`src/pmr_pkg.sv`:
```
// package: register map, field layout and carriers of the power result bank
package pmr_pkg;
  // word addresses of the register window
  localparam logic [7:0] ADDR_RMS_VI = 8'h20;
  localparam logic [7:0] ADDR_POWER = 8'h21;
  localparam logic [7:0] ADDR_APP_PF = 8'h22;
  localparam logic [7:0] ADDR_SAMPLES = 8'h25;
  localparam logic [7:0] ADDR_INST_VI = 8'h2A;
  localparam logic [7:0] ADDR_INST_P = 8'h2C;
  localparam logic [7:0] ADDR_FLAGS = 8'h2D;
  localparam logic [7:0] ADDR_KEY = 8'h2F;
  localparam logic [7:0] ADDR_UNLOCK = 8'h30;
  // field positions
  localparam int LO_LSB = 0;
  localparam int HI_LSB = 16;
  localparam int PF_LSB = 16;
  localparam int ANGLE_BIT = 27;
  localparam int DIR_BIT = 28;
  localparam int FLG_ZC = 0;
  localparam int FLG_FAULT = 1;
  localparam int FLG_LATCH = 2;
  localparam int FLG_OV = 3;
  localparam int FLG_UV = 4;
  // key that opens customer mode
  localparam logic [31:0] UNLOCK_CODE = 32'h4F70656E;
  // values after reset
  localparam logic [31:0] WORD_RST = 32'h0000_0000;
  localparam logic [9:0] CNT_RST = 10'h000;
  // results as delivered by the datapath
  typedef struct packed {
    logic [15:0] vrms;
    logic [15:0] irms;
    logic [15:0] p_act;
    logic [15:0] p_react;
    logic [15:0] p_app;
    logic [10:0] pf;
    logic angle_lag;
    logic consuming;
    logic [9:0] n_samples;
    logic [15:0] v_inst;
    logic [15:0] i_inst;
    logic [15:0] p_inst;
  } pmr_result_t;
  // live event levels
  typedef struct packed {
    logic zero_cross;
    logic overcurrent;
    logic overvoltage;
    logic undervoltage;
  } pmr_event_t;
  // register access request
  typedef struct packed {
    logic rd;
    logic wr;
    logic [7:0] addr;
    logic [31:0] wdata;
  } pmr_req_t;
endpackage : pmr_pkg

```
`src/pmr_bank.sv`:
```
// volatile power result register bank
`timescale 1ns/100ps
// Summary of operation
// - RMS voltage unsigned in word rms_voltage_current low
// - RMS current in word rms_voltage_current high
// - signed active power in word active_reactive_power low
// - unsigned reactive power in word active_reactive_power high
// - apparent power magnitude in word apparent_power_and_factor low
// - signed power factor bits 26:16 of apparent_power_and_factor
// - bit 27 high means current lags
// - bit 28 high means power consumed
// - sample count bits 9:0 of sample_count
// - overcurrent latch sticky, write one clears
module pmr_bank (
  input wire logic clk_i,
  input wire logic rst_n_i,
  input wire pmr_pkg::pmr_req_t req_i, // one-cycle access strobes
  input wire logic res_valid_i, // new result set ready
  input wire pmr_pkg::pmr_result_t res_i,
  input wire pmr_pkg::pmr_event_t evt_i,
  output logic [31:0] rdata_o,
  output logic rvalid_o,
  output logic customer_mode_o
);
  pmr_pkg::pmr_result_t snap; // frozen result set
  logic [31:0] rdata_nxt; // read mux value
  logic latch_flag; // sticky overcurrent
  logic flag_clr; // write one to latch bit
  logic [31:0] key_r; // unlock key word
  logic [31:0] flags_word; // live event word

  // write strobe aimed at one word, shared by the write decodes and the checks
  function automatic logic wr_hit(input pmr_pkg::pmr_req_t q, input logic [7:0] a);
    wr_hit = q.wr && (q.addr == a);
  endfunction : wr_hit

  // read strobe aimed at one word, used by the checks
  function automatic logic rd_hit(input pmr_pkg::pmr_req_t q, input logic [7:0] a);
    rd_hit = q.rd && (q.addr == a);
  endfunction : rd_hit

  // result snapshot
  pmr_capture u_capture (
    .clk_i(clk_i),
    .rst_n_i(rst_n_i),
    .load_i(res_valid_i),
    .res_i(res_i),
    .snap_o(snap)
  );

  // clear only on a write to the flag word with the latch bit set
  // a write of zero leaves the latch alone, so a host may write back what it read
  assign flag_clr = wr_hit(req_i, pmr_pkg::ADDR_FLAGS)
    && req_i.wdata[pmr_pkg::FLG_LATCH];

  // overcurrent latch
  pmr_sticky u_latch (
    .clk_i(clk_i),
    .rst_n_i(rst_n_i),
    .set_i(evt_i.overcurrent),
    .clr_i(flag_clr),
    .flag_o(latch_flag)
  );

  // event word: live levels plus latch, rest zero
  always_comb begin
    flags_word = pmr_pkg::WORD_RST;
    flags_word[pmr_pkg::FLG_ZC] = evt_i.zero_cross;
    flags_word[pmr_pkg::FLG_FAULT] = evt_i.overcurrent;
    flags_word[pmr_pkg::FLG_LATCH] = latch_flag;
    flags_word[pmr_pkg::FLG_OV] = evt_i.overvoltage;
    flags_word[pmr_pkg::FLG_UV] = evt_i.undervoltage;
  end

  // unlock key: the only writable word besides the flag clear
  always_ff @(posedge clk_i) begin
    if (!rst_n_i) begin
      key_r <= pmr_pkg::WORD_RST;
    end else if (wr_hit(req_i, pmr_pkg::ADDR_KEY)) begin
      key_r <= req_i.wdata;
    end
  end

  // customer mode follows the key; registered for a clean output
  always_ff @(posedge clk_i) begin
    if (!rst_n_i) begin
      customer_mode_o <= 1'b0;
    end else begin
      customer_mode_o <= (key_r == pmr_pkg::UNLOCK_CODE);
    end
  end

  // read decode; unmapped words and unused bits read zero
  always_comb begin
    rdata_nxt = pmr_pkg::WORD_RST;
    unique case (req_i.addr)
      pmr_pkg::ADDR_RMS_VI: begin
        rdata_nxt[pmr_pkg::LO_LSB +: 16] = snap.vrms;
        rdata_nxt[pmr_pkg::HI_LSB +: 16] = snap.irms;
      end
      pmr_pkg::ADDR_POWER: begin
        rdata_nxt[pmr_pkg::LO_LSB +: 16] = snap.p_act;
        rdata_nxt[pmr_pkg::HI_LSB +: 16] = snap.p_react;
      end
      pmr_pkg::ADDR_APP_PF: begin
        rdata_nxt[pmr_pkg::LO_LSB +: 16] = snap.p_app;
        rdata_nxt[pmr_pkg::PF_LSB +: 11] = snap.pf;
        rdata_nxt[pmr_pkg::ANGLE_BIT] = snap.angle_lag;
        rdata_nxt[pmr_pkg::DIR_BIT] = snap.consuming;
      end
      pmr_pkg::ADDR_SAMPLES: begin
        rdata_nxt[9:0] = snap.n_samples;
      end
      pmr_pkg::ADDR_INST_VI: begin
        rdata_nxt[pmr_pkg::LO_LSB +: 16] = snap.v_inst;
        rdata_nxt[pmr_pkg::HI_LSB +: 16] = snap.i_inst;
      end
      pmr_pkg::ADDR_INST_P: begin
        rdata_nxt[pmr_pkg::LO_LSB +: 16] = snap.p_inst;
      end
      pmr_pkg::ADDR_FLAGS: begin
        rdata_nxt = flags_word;
      end
      pmr_pkg::ADDR_KEY: begin
        rdata_nxt = key_r;
      end
      pmr_pkg::ADDR_UNLOCK: begin
        rdata_nxt[0] = customer_mode_o;
      end
      default: begin
        rdata_nxt = pmr_pkg::WORD_RST;
      end
    endcase
  end

  // read answer one cycle after the strobe; writes give no answer
  always_ff @(posedge clk_i) begin
    if (!rst_n_i) begin
      rdata_o <= pmr_pkg::WORD_RST;
      rvalid_o <= 1'b0;
    end else begin
      rvalid_o <= req_i.rd;
      if (req_i.rd) begin
        rdata_o <= rdata_nxt;
      end
    end
  end

  // checks: answers compare with the snapshot as it stood at the read edge,
  // since a load in the read cycle only shows up in the following reads

  // writes to result words leave the snapshot alone
  a_result_ro: assert property (@(posedge clk_i) disable iff (!rst_n_i)
    !res_valid_i |=> snap == $past(snap))
    else $error("result changed by write");

  // sample word carries nothing above its count
  a_samples_top: assert property (@(posedge clk_i) disable iff (!rst_n_i)
    rd_hit(req_i, pmr_pkg::ADDR_SAMPLES) |=> rdata_o[31:10] == 22'h0)
    else $error("sample word high bits set");

  // angle and direction bits, top of the word zero
  a_pf_fields: assert property (@(posedge clk_i) disable iff (!rst_n_i)
    rd_hit(req_i, pmr_pkg::ADDR_APP_PF) |=> rdata_o[28] == $past(snap.consuming)
    && rdata_o[27] == $past(snap.angle_lag) && rdata_o[31:29] == 3'h0)
    else $error("angle or direction wrong");

  // whole rms word
  a_rms_word: assert property (@(posedge clk_i) disable iff (!rst_n_i)
    rd_hit(req_i, pmr_pkg::ADDR_RMS_VI) |=> rdata_o == $past({snap.irms, snap.vrms}))
    else $error("rms word wrong");

  // whole power word
  a_power_word: assert property (@(posedge clk_i) disable iff (!rst_n_i)
    rd_hit(req_i, pmr_pkg::ADDR_POWER) |=> rdata_o == $past({snap.p_react, snap.p_act}))
    else $error("power word wrong");

  // power factor and apparent power side by side
  a_pf_value: assert property (@(posedge clk_i) disable iff (!rst_n_i)
    rd_hit(req_i, pmr_pkg::ADDR_APP_PF) |=> rdata_o[26:0] == $past({snap.pf, snap.p_app}))
    else $error("pf word wrong");

  // a hole in the map reads zero
  a_unmapped_zero: assert property (@(posedge clk_i) disable iff (!rst_n_i)
    rd_hit(req_i, 8'h23) |=> rdata_o == 32'h0)
    else $error("unmapped word not zero");

  // a clear with no event in the same cycle drops the latch
  a_latch_clear: assert property (@(posedge clk_i) disable iff (!rst_n_i)
    flag_clr && !evt_i.overcurrent |=> !latch_flag)
    else $error("latch not cleared");

  // rms current sits in the high half
  a_irms_high: assert property (@(posedge clk_i) disable iff (!rst_n_i)
    rd_hit(req_i, pmr_pkg::ADDR_RMS_VI) |=> rdata_o[31:16] == $past(snap.irms))
    else $error("rms current half wrong");

  // reactive power sits in the high half
  a_preact_high: assert property (@(posedge clk_i) disable iff (!rst_n_i)
    rd_hit(req_i, pmr_pkg::ADDR_POWER) |=> rdata_o[31:16] == $past(snap.p_react))
    else $error("reactive power half wrong");

  // apparent power sits in the low half
  a_papp_low: assert property (@(posedge clk_i) disable iff (!rst_n_i)
    rd_hit(req_i, pmr_pkg::ADDR_APP_PF) |=> rdata_o[15:0] == $past(snap.p_app))
    else $error("apparent power half wrong");

  // direction bit on its own
  a_dir_bit: assert property (@(posedge clk_i) disable iff (!rst_n_i)
    rd_hit(req_i, pmr_pkg::ADDR_APP_PF) |=> rdata_o[pmr_pkg::DIR_BIT] == $past(snap.consuming))
    else $error("direction bit wrong");

  // sample count value in the low ten bits
  a_count_value: assert property (@(posedge clk_i) disable iff (!rst_n_i)
    rd_hit(req_i, pmr_pkg::ADDR_SAMPLES) |=> rdata_o[9:0] == $past(snap.n_samples))
    else $error("sample count wrong");

  // latch bit as read matches the latch at the read edge
  a_flag_latch: assert property (@(posedge clk_i) disable iff (!rst_n_i)
    rd_hit(req_i, pmr_pkg::ADDR_FLAGS) |=> rdata_o[pmr_pkg::FLG_LATCH] == $past(latch_flag))
    else $error("latch bit read wrong");

  // an overcurrent event always lands in the latch
  a_latch_event: assert property (@(posedge clk_i) disable iff (!rst_n_i)
    evt_i.overcurrent |=> latch_flag)
    else $error("overcurrent not latched");

  // the latch never rises without an event
  a_latch_idle: assert property (@(posedge clk_i) disable iff (!rst_n_i)
    !latch_flag && !evt_i.overcurrent |=> !latch_flag)
    else $error("latch rose without event");

  // live fault bit follows the event level at the read edge
  a_flag_live: assert property (@(posedge clk_i) disable iff (!rst_n_i)
    rd_hit(req_i, pmr_pkg::ADDR_FLAGS) |=> rdata_o[pmr_pkg::FLG_FAULT] == $past(evt_i.overcurrent))
    else $error("fault bit read wrong");

  // unused flag bits read zero
  a_flags_top: assert property (@(posedge clk_i) disable iff (!rst_n_i)
    rd_hit(req_i, pmr_pkg::ADDR_FLAGS) |=> rdata_o[31:5] == 27'h0)
    else $error("flag word high bits set");

  // unlock word carries one bit only
  a_unlock_top: assert property (@(posedge clk_i) disable iff (!rst_n_i)
    rd_hit(req_i, pmr_pkg::ADDR_UNLOCK) |=> rdata_o[31:1] == 31'h0)
    else $error("unlock word high bits set");

  // unlock bit shows the mode at the read edge
  a_unlock_value: assert property (@(posedge clk_i) disable iff (!rst_n_i)
    rd_hit(req_i, pmr_pkg::ADDR_UNLOCK) |=> rdata_o[0] == $past(customer_mode_o))
    else $error("unlock bit wrong");

  // instantaneous power word has an empty high half
  a_instp_top: assert property (@(posedge clk_i) disable iff (!rst_n_i)
    rd_hit(req_i, pmr_pkg::ADDR_INST_P) |=> rdata_o[31:16] == 16'h0)
    else $error("instant power high bits set");

  // instantaneous power value in the low half
  a_instp_low: assert property (@(posedge clk_i) disable iff (!rst_n_i)
    rd_hit(req_i, pmr_pkg::ADDR_INST_P) |=> rdata_o[15:0] == $past(snap.p_inst))
    else $error("instant power wrong");

  // instantaneous voltage and current word
  a_instvi_word: assert property (@(posedge clk_i) disable iff (!rst_n_i)
    rd_hit(req_i, pmr_pkg::ADDR_INST_VI) |=> rdata_o == $past({snap.i_inst, snap.v_inst}))
    else $error("instant word wrong");

  // key word reads back what was stored
  a_key_readback: assert property (@(posedge clk_i) disable iff (!rst_n_i)
    rd_hit(req_i, pmr_pkg::ADDR_KEY) |=> rdata_o == $past(key_r))
    else $error("key readback wrong");

  // a key write is stored whole
  a_key_store: assert property (@(posedge clk_i) disable iff (!rst_n_i)
    wr_hit(req_i, pmr_pkg::ADDR_KEY) |=> key_r == $past(req_i.wdata))
    else $error("key not stored");

  // writes elsewhere never touch the key
  a_key_keep: assert property (@(posedge clk_i) disable iff (!rst_n_i)
    !wr_hit(req_i, pmr_pkg::ADDR_KEY) |=> key_r == $past(key_r))
    else $error("key changed without write");

  // mode trails the key compare by one cycle
  a_mode_follow: assert property (@(posedge clk_i) disable iff (!rst_n_i)
    1'b1 |=> customer_mode_o == $past(key_r == pmr_pkg::UNLOCK_CODE))
    else $error("customer mode wrong");

  // every read strobe gets its answer strobe
  a_rvalid_pulse: assert property (@(posedge clk_i) disable iff (!rst_n_i)
    req_i.rd |=> rvalid_o)
    else $error("read answer missing");

  // no answer strobe without a read
  a_rvalid_quiet: assert property (@(posedge clk_i) disable iff (!rst_n_i)
    !req_i.rd |=> !rvalid_o)
    else $error("answer without read");

  // read data stands until the next read
  a_rdata_hold: assert property (@(posedge clk_i) disable iff (!rst_n_i)
    !req_i.rd |=> rdata_o == $past(rdata_o))
    else $error("read data moved without read");

  // reset clears every output one edge later
  a_reset_quiet: assert property (@(posedge clk_i)
    !rst_n_i |=> rdata_o == 32'h0 && !rvalid_o && !customer_mode_o)
    else $error("outputs not cleared by reset");
endmodule : pmr_bank

```
`src/pmr_sticky.sv`:
```
// sticky event flag with write-one-to-clear
`timescale 1ns/100ps
module pmr_sticky (
  input wire logic clk_i,
  input wire logic rst_n_i,
  input wire logic set_i,
  input wire logic clr_i,
  output logic flag_o
);
  // set beats clear so an event in the clear cycle survives
  always_ff @(posedge clk_i) begin
    if (!rst_n_i) begin
      flag_o <= 1'b0;
    end else if (set_i) begin
      flag_o <= 1'b1;
    end else if (clr_i) begin
      flag_o <= 1'b0;
    end
  end

  a_sticky_hold: assert property (@(posedge clk_i) disable iff (!rst_n_i)
    flag_o && !clr_i |=> flag_o) else $error("sticky flag dropped");
  a_sticky_set: assert property (@(posedge clk_i) disable iff (!rst_n_i)
    set_i |=> flag_o) else $error("sticky flag not set");
endmodule : pmr_sticky

```
`src/pmr_capture.sv`:
```
// capture of one datapath result set into a coherent snapshot
`timescale 1ns/100ps
module pmr_capture (
  input wire logic clk_i,
  input wire logic rst_n_i,
  input wire logic load_i,
  input wire pmr_pkg::pmr_result_t res_i,
  output pmr_pkg::pmr_result_t snap_o
);
  // snapshot taken only on load so a read never mixes two updates
  always_ff @(posedge clk_i) begin
    if (!rst_n_i) begin
      snap_o <= '0;
    end else if (load_i) begin
      snap_o <= res_i;
    end
  end
endmodule : pmr_capture

```
`config.mk`:
```
export PLATFORM = sky130hd
export DESIGN_NAME = pmr_bank
export DESIGN_NICKNAME = d
export VERILOG_FILES = /design/src/pmr_pkg.sv /design/src/pmr_bank.sv /design/src/pmr_sticky.sv /design/src/pmr_capture.sv
export SDC_FILE = /design/constraint.sdc
export NUM_CORES = 1
export LEC_CHECK = 0
export ABC_CLOCK_PERIOD_IN_PS = 2890
export BUFFER_PORTS_ARGS = -buffer_cell sky130_fd_sc_hd__clkbuf_2
export CAP_MARGIN = 20
export CORE_ASPECT_RATIO = 1.5
export CORE_MARGIN = 2
export CORE_UTILIZATION = 45
export DETAILED_ROUTE_END_ITERATION = 7
export PLACE_DENSITY_LB_ADDON = 0.05
export SLEW_MARGIN = 25
export SYNTH_ARGS = -nofsm -noshare
export SYNTH_HDL_FRONTEND = slang
export SYNTH_HIERARCHICAL = 1
export SYNTH_SLANG_ARGS = --single-unit
```
`constraint.sdc`:
```
create_clock -name clk_i -period 2.89 [get_ports clk_i]
set_clock_uncertainty 0.2 [all_clocks]
set_input_delay 0.289 -clock clk_i [delete_from_list [all_inputs] [get_ports clk_i]]
set_output_delay 0.289 -clock clk_i [all_outputs]
set_load 0.02 [all_outputs]
```
# Word level (Yosys, flattened, before mapping)
# Cells that the tools add are included.
# Widths: inputs -> output; s select.
[word_totals]
regBits = 218
word_cells = 38
latchBits = 0
ramBits = 0
romBits = 0
memories = 0
[classes]
n_eq_ne = 10
div = 0
n_mul = 0
n_bitwise = 0
shift = 0
add_sub_neg = 0
n_mux = 7
magnitude_cmp = 0
n_reduce_logical = 4
[ops]
columns = ["op", "n"]
rows = [
  ["$eq 8x6->1 const B", 9],
  ["$pmux 9 s8", 1],
  ["$pmux 13 s5", 1],
  ["$pmux 6 s6", 1],
  ["$eq 32x31->1 const B", 1],
  ["$pmux 3 s4", 1],
  ["$pmux 1 s9", 1],
  ["$logic_and 1x1->1", 3],
  ["$mux 1", 2],
  ["$reduce_bool 2->1", 1],
]

# Longest topological paths before layout
# Gate-level depths: netlist of run 1.
[logic_depth]
ltp_word = 5
mapped_depth = 8
ltp_nobuf = 5

# Cells and area by module
# The synthesis of run 1 kept the hierarchy.
[modules_own_cells]
columns = ["module", "cells_each", "area_each_um2", "n_inst"]
rows = [
  ["pmr_capture", 486, 5743.0, 1],
  ["pmr_bank", 515, 3948.8, 1],
  ["pmr_sticky", 3, 41.3, 1],
]

# Least setup slack after synthesis of run 1
# Ideal clock, no wire load.
[synth_timing]
path_type = "input to register"
startpoint = "in req_i[36] in the netlist's numbering"
endpoint = "reg u_latch.flag_o"
setup_slack_ps = 773
required_time_ps = 2575
setup_time_ps = 115
path_stages = 6
path_buffers = 1
arrival_time_ps = 1803
path_cell_list = "nor4b_4 -> clkbuf_1 -> nand2_1 -> nor4b_1 -> nor2b_4 -> o21a_1"
[synth_between]
elab_chain_cells = 4
[synth_rtl]
columns = ["item", "line", "source"]
rows = [
  ["start, declared", "pmr_bank.sv:17", "input wire pmr_pkg::pmr_req_t req_i,"],
  ["$eq 8x6->1", "pmr_bank.sv:34", "wr_hit = q.wr && (q.addr == a);"],
  ["$logic_and 1x1->1", "pmr_bank.sv:34", ""],
  ["$logic_and 1x1->1", "pmr_bank.sv:54", "&& req_i.wdata[pmr_pkg::FLG_LATCH];"],
  ["named net flag_clr", "pmr_bank.sv:28", "logic flag_clr;"],
  ["$reduce_bool 2->1 (no source line)", "-", ""],
  ["end signal, assigned", "pmr_sticky.sv:13", "flag_o <= 1'b0;"],
  ["end signal, assigned", "pmr_sticky.sv:15", "flag_o <= 1'b1;"],
  ["end signal, assigned", "pmr_sticky.sv:17", "flag_o <= 1'b0;"],
  ["end, declared", "pmr_sticky.sv:8", "output logic flag_o"],
]
# The timed path passes the listed nets, and every way through them passes these cells.
# A chain may end at the register's enable or synchronous reset.

# Worst setup path after layout of run 1
[layout_timing]
startpoint = "reg key_r[9]"
endpoint = "reg customer_mode_o"
[layout_between]
elab_chain_cells = 1
[layout_rtl]
columns = ["item", "line", "source"]
rows = [
  ["start, declared", "pmr_bank.sv:29", "logic [31:0] key_r;"],
  ["start signal, assigned", "pmr_bank.sv:78", "key_r <= pmr_pkg::WORD_RST;"],
  ["start signal, assigned", "pmr_bank.sv:80", "key_r <= req_i.wdata;"],
  ["$eq 32x31->1", "pmr_bank.sv:89", "customer_mode_o <= (key_r == pmr_pkg::UNLOCK_CODE);"],
  ["end signal, assigned", "pmr_bank.sv:89", ""],
  ["end, declared", "pmr_bank.sv:23", "output logic customer_mode_o"],
]
# Every way passes these cells.

==> impl_metrics.ini, run 1 <==
[worst_hold_path]
min_delay_path_depth = 5
hold_start = req_i[40]
hold_end = u_latch/flag_o
hold_class = in -> reg

[sta]
tns_ps = 0
maxSlewHeadroom_pct = 61.63
final-hold-violation-count = 0
worst_slew_pin_slew_ps = 573.1
fmax_ghz = 0.5060
fin_crit_ps = 1976
finalCritPeriodShare_pct = 68.39
finalMaxSlewViolations = 0
hold_slack_ps = 63.28
rsz0062_at_grt = false
setup_viol = 0

[floorplan]
die_w_um = 124.1
dieArea_mm2 = 0.02285
ios = 234
row_count = 65
coreArea_mm2 = 0.02115
start_util_pct = 46.03
die_height_um = 184.1

[power]
fin_total_pwr_uw = 6850
p_sw_share_pct = 24.41
clockPowerShare_pct = 39.2
p_int_uw = 5178
p_leak_uw = 0.005755
p_switching_uw = 1672
powerDensity_mw_per_mm2 = 504.8
combPwrFrac_pct = 13.5
seq_power_share_pct = 47.3
peakVddDrop_mv = 0.3623

[yosys]
async_reset_ff_share_pct = 0
synthTopCellsByArea = dfxtp_1 (45%), mux2i_1 (18%), nor2b_1 (10%)
ys_ff_latch = 218
postSynthCellCount = 1004
synth_area_per_cell_um2 = 9.694
synth_top_area_share_pct = 44.84
synthesis.nets = 1204
yosysSeqAreaShare_pct = 44.84
ys_types = 58
yosysTopAreaCell = dfxtp_1
netlist_area_mm2 = 0.009733
synth_ff_type = dfxtp_1
yosys_warnings = 6
synth_edf_count = 0

[routing]
viasPerCell = 5.230
routed_wl_mm = 32.55
vias = 8776
ant_nets = 0
drc = 0
firstDrtPassIters = 5
detail_route.wl_per_cell_um = 19.40
detail_route.iter0.violations = 496

[grt]
antenna_found_initial = 0
grt_max_degree = 69
overflow = 0
grt_pass1_wl_mm = 48.16
grt_pass1_vias = 8750
grt.total_usage_pct = 27.78

[cts]
cts_tree = done
clkSinkCount = 218
cts_buffers = 22
h-tree-depth = 1
post_cts.repair.setup_buffers = 0
clock_latency_ps = 510
clk_pin_slew_ps = 60
clk_path_buf_depth = 3
cts-root-buf = clkbuf_16

[setup_path]
arrival_ps = 2190
r2r-start = key_r[9]
required_ps = 3100
crit_type = reg -> reg
r2r_cells = 4
worstSetupEndpointType = flip-flop
r2r_slack_ps = 910
r2r-end = customer_mode_o
critPathLaunch = key_r[9]
cp_max_fo = 3
start_kind = flip-flop

[finish]
diodes = 0
final_common_cell = clkbuf_2
drive_gt1_share_pct = 21.91
areaGrowthSynthToFinish_pct = 39.43
stdcell_count = 1678
mostFrequentLayoutCells = clkbuf_2 (231), dfxtp_1 (218), dlygate4sd3_1 (184), mux2i_1 (175), nor2b_1 (157)
nets = 1596

[job]
drv_cap = 0

[outcome]
status = finished clean

[placement]
dpl.hpwl_mm = 22.85
gp_congestion = 0.8959
dp.cells = 1456
io_buffers = 233
state kept, by name, summed over array words and instances, names as in the netlist:
name,flops
customer_mode_o,1
key_r,32
rdata_o,32
rvalid_o,1
u_capture/snap_o,151
u_latch/flag_o,1
worst max-delay path: stages, from the launching register on:
cell and delay (ps):
dfxtp_1 340, or4b_2 710, nor4_1 290, nand4_1 110, nor4b_1 230
cells in the mapped netlist (3+ instances only):
master	instances
nand3_1	7
a21boi_1	11
o22ai_1	4
a22o_1	6
dfxtp_1	218
nand4_1	6
buf_2	18
buf_8	10
nand3b_1	3
nor2_1	25
a2bb2oi_1	6
a21boi_0	21
a211oi_1	4
o21ai_0	52
nand2_1	106
a31oi_1	15
mux2_2	3
buf_4	7
nor3_1	4
a22oi_1	38
clkbuf_1	44
mux2i_1	175
o221ai_1	6
nor2b_1	157
a21oi_1	14
final cells by class:
class	instances	area (um2)
sequential	218	4364
timing repair buffer	448	3289
clock inverter	4	36.28
tap	268	335.3
multi-input combinational	705	4906
clock buffer	34	635.6
fill	1805	7575
inverter	1	3.754
power by group through the flow:
stage | Combinational (uW) | Sequential (uW) | Clock (uW)
finish | 925 | 3240 | 2680
global route | 1000 | 3250 | 2860
CTS | 919 | 3240 | 2730
detailed placement | 721 | 3310 | 0
global placement | 715 | 3300 | 0
floorplan | 444 | 3280 | 0
layer usage:
layer	vias to the layer above	track usage [%]	routed length, um
met5	-	0	0
met3	77	3.651	1528
met4	0	14.20	1740
met2	300	50.32	16690
met1	4093	31.07	12600
li1	4306	-	-
worst max-delay path by stage:
stage / to
2_1_floorplan: u_latch/flag_o
3_3_place_gp: rdata_o[0]
3_5_place_dp: rdata_o[0]
4_1_cts: customer_mode_o
5_1_grt: customer_mode_o
6_report: customer_mode_o
metrics by stage:
step	area (um2)	setup WS [ps]	utilization [%]
finish	13570	913.5	64.18
global route	13570	810.2	64.18
CTS	13570	905.4	64.18
detailed placement	11060	472.1	52.29
global placement	11060	495.6	52.29
floorplan	9733	772.5	-
what timing repair did:
item	CTS	global route
endpoints found under the hold margin	184	0
hold buffers	184	0
gates resized for setup	0	0
setup endpoints to repair	0	0
cells by family (layout without fill, tap and decap cells):
logic type	count (synthesis)	count (layout)	synth area share (%)
mux	178	178	18.34
flops	218	218	44.84
simple gates	335	335	18.73
buf+inv	81	487	4.782
compound gates	192	192	13.31
No activity file was read; power rests on OpenSTA's default activity.
==> inputs of run 2 (changes only) <==
--- a/config.mk
+++ b/config.mk
@@ -5,7 +5,7 @@
 export SDC_FILE = /design/constraint.sdc
 export NUM_CORES = 1
 export LEC_CHECK = 0
-export ABC_CLOCK_PERIOD_IN_PS = 2890
+export ABC_CLOCK_PERIOD_IN_PS = 1830
 export BUFFER_PORTS_ARGS = -buffer_cell sky130_fd_sc_hd__clkbuf_2
 export CAP_MARGIN = 20
 export CORE_ASPECT_RATIO = 1.5
==> constraint.sdc (replaced) <==
create_clock -name clk_i -period 1.83 [get_ports clk_i]
set_clock_uncertainty 0.2 [all_clocks]
set_input_delay 0.183 -clock clk_i [delete_from_list [all_inputs] [get_ports clk_i]]
set_output_delay 0.183 -clock clk_i [all_outputs]
set_load 0.02 [all_outputs]
==> impl_metrics.ini, run 2 (synthesized netlist as in run 1, its figures left out) <==
[job]
drv_cap = 0

[routing]
vias = 9022
firstDrtPassIters = 4
routed_wl_mm = 32.97
ant_nets = 0
viasPerCell = 5.179
detail_route.iter0.violations = 508
detail_route.wl_per_cell_um = 18.92
drc = 0

[placement]
dpl.hpwl_mm = 22.73
gp_congestion = 0.8663
io_buffers = 233
dp_slack_ps = -180.1

[cts]
clk_path_buf_depth = 3
clock_latency_ps = 510
h-tree-depth = 1
cts_tree = done
post_cts.repair.setup_buffers = 0
clk_pin_slew_ps = 70
cts-root-buf = clkbuf_16
cts_buffers = 22
clkSinkCount = 218

[floorplan]
start_util_pct = 46.03
ios = 234
die_w_um = 124.1
die_height_um = 184.1
dieArea_mm2 = 0.02285
row_count = 65
coreArea_mm2 = 0.02115

[finish]
fin_util_pct = 67.47
areaGrowthSynthToFinish_pct = 46.59
fillers = 1732
nets = 1655
top_register = u_capture/snap_o
mostFrequentLayoutCells = clkbuf_2 (231), dfxtp_1 (218), dlygate4sd3_1 (193), mux2i_1 (175), nor2b_1 (157)
reg_top3 = u_capture/snap_o (151), key_r (32), rdata_o (32)
final_common_cell = clkbuf_2
drive_gt1_share_pct = 24.76
largest_reg_flops = 151

[grt]
grt_max_degree = 74
grt_pass1_vias = 9109
antenna_found_initial = 3
grt.total_usage_pct = 28.05
grt_pass1_wl_mm = 48.94
overflow = 0

[setup_path]
required_ps = 2040
cp_max_fo = 3
cp.depth = 4
critPathBufInv = 0
cpMaxStageDelayCell = or4_4
crit_chain = or4_4, nor4_2, nand4_1, nor4b_2
cpLargestDelayFamily = simple AND/OR/NAND/NOR gates
crit_type = reg -> reg
worstSetupEndpointType = flip-flop
r2r_cells = 4
arrival_ps = 2010
start_kind = flip-flop
slowest_delay_ps = 540

[worst_hold_path]
hold_class = in -> reg
min_delay_path_depth = 4

[sta]
fin_ws_ps = 35.51
finalCritPeriodShare_pct = 98.06
maxSlewHeadroom_pct = 66.52
setup_viol = 0
final-hold-violation-count = 0
rsz0062_at_grt = true
tns_ps = 0
fin_crit_ps = 1794
finalMaxSlewViolations = 0
fmax_ghz = 0.5573
worst_slew_pin_slew_ps = 496.9

[power]
fin_total_pwr_uw = 11070
powerDensity_mw_per_mm2 = 776.1
p_leak_uw = 0.006134
peakVddDrop_mv = 0.7745

[outcome]
status = finished clean
run 2: cell types whose count changed in the layout (fill, tap and decap cells not counted), sizes merged:
cell	delta
buf	+50
clkinvlp	-1
clkbuf	+2
dlygate4sd3	+9
diode	+4
run 2: power by group:
part	internal (uW)	switching (uW)
clock network	2510	1890
logic	896	672
registers	4970	133
total	8380	2700
run 2: area by class of cell:
class                      instances  area [um2]  share of cell area [%]
antenna                            4       10.01                 0.07016
clock buffer                      36       674.4                   4.727
clock inverter                     3       17.52                  0.1228
inverter                           1       3.754                 0.02631
multi-input combinational        705        4941                   34.63
sequential                       218        4364                   30.59
tap                              268       335.3                   2.350
timing repair buffer             507        3921                   27.48
run 2: worst paths after layout:
path / startpoint / to / slack (ps)
worst max-delay path: key_r[15] / customer_mode_o / 40
worst min-delay path: req_i[41] / rdata_o[11] / 40
worst max register to register: key_r[15] / customer_mode_o / 40
worst min register to register: rdata_o[30] / rdata_o[30] / 270
run 2: metal layers:
layer  part of all wire, %  GRT usage (%)
met5                     0              0
met1                    39          32.19
met4                   5.0          13.12
met3                   4.9          4.022
met2                    51          50.25
run 2: stage by stage:
stage | instances | cell area [um2] | hold slack (ps)
global route | 1740 | 14260 | 75.52
floorplan | 1004 | 9749 | 100.5
finish | 1742 | 14270 | 38.78
global placement | 1506 | 11600 | 216.9
CTS | 1738 | 14240 | 30.68
detailed placement | 1506 | 11600 | 220.7
run 2: worst reg2reg max path: cells and delay by family, from the launching register on:
kind / cells / cell delay, ps
AND/OR/NAND/NOR: 4 / 1170
flip-flops: 1 / 330
run 2: repair_timing:
action,CTS,global route
pin swaps,2,0
gates resized for setup,3,3
cloned,0,0
hold endpoints to repair,187,0
hold buffers,193,0
endpoints found under the setup margin,1,2
==> inputs of run 3 (changes only) <==
--- a/config.mk
+++ b/config.mk
@@ -5,6 +5,7 @@
 export SDC_FILE = /design/constraint.sdc
 export NUM_CORES = 1
 export LEC_CHECK = 0
+export ABC_AREA = 1
 export ABC_CLOCK_PERIOD_IN_PS = 1830
 export BUFFER_PORTS_ARGS = -buffer_cell sky130_fd_sc_hd__clkbuf_2
 export CAP_MARGIN = 20
==> impl_metrics.ini, run 3 <==
[outcome]
status = finished clean

[finish]
diodes = 0
fin_util_pct = 64.98
mostFrequentLayoutCells = nand2_1 (438), nor2_1 (364), dlygate4sd3_1 (231), clkbuf_2 (231), dfxtp_1 (218)
fin_area_mm2 = 0.01482
areaGrowthSynthToFinish_pct = 42.73
fillers = 2121
top_register = u_capture/snap_o
reg_top3 = u_capture/snap_o (151), key_r (32), rdata_o (32)
nets = 2247
final_common_cell = nand2_1
drive_gt1_share_pct = 15.56
largest_reg_flops = 151

[grt]
grt_pass1_vias = 10720
antenna_found_initial = 0
grt.total_usage_pct = 27.22
grt_pass1_wl_mm = 53.43
overflow = 0
grt_max_degree = 94

[power]
peakVddDrop_mv = 0.5768
seq_power_share_pct = 44.1
p_sw_share_pct = 24.38
p_leak_uw = 0.007646
powerDensity_mw_per_mm2 = 788.6
combPwrFrac_pct = 13.7
p_int_uw = 8837
clockPowerShare_pct = 42.2
p_switching_uw = 2849

[placement]
gp_congestion = 0.8798
io_buffers = 233
dpl_cell_area_mm2 = 0.01164
dpl.hpwl_mm = 22.01

[yosys]
post_synth_mux_area_share_pct = 0
synth_edf_count = 0
yosysSeqAreaShare_pct = 42.04
yosysMostFrequentCell = nand2_1
netlist_area_mm2 = 0.01038
synth_area_per_cell_um2 = 6.416
synth-simple-area-share_pct = 37.29
synth_ff_type = dfxtp_1
postSynthCellCount = 1618
yosys_warnings = 6
synth_top_family_by_area = simple AND/OR/NAND/NOR gates
ys_types = 26
synth_xor_area_share_pct = 0
yosysTopAreaCell = dfxtp_1
synthesis.nets = 1818
synthAdderAreaFrac_pct = 0
synth_compound_area_share_pct = 6.424
ys_ff_latch = 218
synth_common_cells = nand2_1 (438), nor2_1 (365), dfxtp_1 (218), inv_1 (207), nand3_1 (123)
synthTopCellsByArea = dfxtp_1 (42%), nand2_1 (16%), nor2_1 (13%)
async_reset_ff_share_pct = 0
synth_top_area_share_pct = 42.04

[cts]
h-tree-depth = 1
cts_tree = done
cts_buffers = 23
cts-root-buf = clkbuf_16
clk_pin_slew_ps = 60
clkSinkCount = 218
clock_latency_ps = 510
clk_path_buf_depth = 3

[sta]
fmax_ghz = 0.5678
finalCritPeriodShare_pct = 96.25
final-hold-violation-count = 0
setup_viol = 0
worst_slew_pin_slew_ps = 585.9
rsz0062_at_grt = false
fin_crit_ps = 1761
finalMaxSlewViolations = 0
tns_ps = 0
maxSlewHeadroom_pct = 60.81

[routing]
detail_route.wl_per_cell_um = 14.58
routed_wl_mm = 34.15
drc = 0
wl_met3_mm = 1.596
ant_nets = 0
detail_route.iter0.violations = 783
met2_length_mm = 15.97
top_layer_used = met4
viasPerCell = 4.773
drt-met1-wl_mm = 15.51
firstDrtPassIters = 5
vias = 11180

[setup_path]
crit_path_frequent_cell = dlygate4sd3_1
arrival_ps = 2000
start_kind = input port
cp_max_fo = 57
worstSetupEndpointType = flip-flop
crit_chain = dlygate4sd3_1, buf_6, buf_12, nand2_1, dlygate4sd3_1, nor2_1
cpMaxStageDelayCell = dlygate4sd3_1
crit_type = in -> reg
critPathBufInv = 4
slowest_delay_ps = 580
cpLargestDelayFamily = buffers and inverters
required_ps = 2070

[floorplan]
die_w_um = 128.0
coreArea_mm2 = 0.02280
dieArea_mm2 = 0.02433
row_count = 68
start_util_pct = 45.53
die_height_um = 190.0
ios = 234

[job]
drv_cap = 0

[worst_hold_path]
hold_class = in -> reg
[run 3: cell count changes after synthesis, sizes merged, moves of 116 or more]
| cell | previous run | this run |
|---|---|---|
| nor2 | 28 | 371 |
| mux2i | 175 | 0 |
| nand3 | 7 | 123 |
| nor2b | 158 | 0 |
| nand2 | 107 | 441 |
| inv | 1 | 209 |
[run 3: worst min-delay path: stages]
cell      delay, ps
clkbuf_2         80
inv_1           120
nor2_4           60
buf_4           140
nand2_1          50
a21oi_1          60
[run 3: timing repair]
| action | CTS | global route |
|---|---|---|
| endpoints found under the hold margin | 207 | 0 |
| hold buffers | 231 | 0 |
| endpoints found under the setup margin | 0 | 15 |
| gates resized for setup | 0 | 1 |
| setup buffers | 0 | 2 |
[run 3: kinds of logic (layout without fill, tap and decap cells)]
| kind of cell | after synthesis | count (layout) |
|---|---|---|
| simple gates | 963 | 963 |
| flops | 218 | 218 |
| compound gates | 132 | 132 |
| buf+inv | 305 | 750 |
[run 3: layer usage]
layer | vias up | track usage, %
met5 | - | 0
met3 | 67 | 3.093
met4 | 0 | 9.637
li1 | 5749 | -
met1 | 5027 | 36.29
met2 | 339 | 45.54
[run 3: layout make-up]
cell class | instances | area (um2) | area share [%]
multi-input cells | 1095 | 4541 | 30.65
clock buffers | 37 | 738.2 | 4.982
flip-flops and latches | 218 | 4364 | 29.45
inverters | 209 | 784.5 | 5.295
repair buffers | 500 | 3965 | 26.76
well taps | 280 | 350.3 | 2.364
clock inverters | 4 | 73.82 | 0.4982
[run 3: power groups by stage]
stage / logic, uW / clock network (uW) / registers [uW]
after floorplan: 743 / 0 / 5230
after global placement: 1150 / 0 / 5250
after detailed placement: 1160 / 0 / 5250
after CTS: 1560 / 5020 / 5150
after global routing: 1780 / 5220 / 5180
final: 1600 / 4930 / 5150
[run 3: metrics by stage]
step	std cells	total power, uW	hold WS (ps)	worst slack (ps)
6_report	2343	11690	40.93	68.67
5_1_grt	2343	12170	64.06	14.72
4_1_cts	2340	11730	25.35	19.29
3_5_place_dp	2068	6413	219.7	18.64
3_3_place_gp	2068	6401	221.7	40.86
2_1_floorplan	1618	5977	104.5	372.1
[run 3: final timing paths]
path	slack (ps)	end	from	cells after the start
worst max-delay path	70	u_capture/snap_o[20]	rst_n_i	6
worst min register to register	270	u_capture/snap_o[1]	u_capture/snap_o[1]	2
worst min-delay path	40	key_r[2]	req_i[40]	6
worst max register to register	350	customer_mode_o	key_r[20]	4
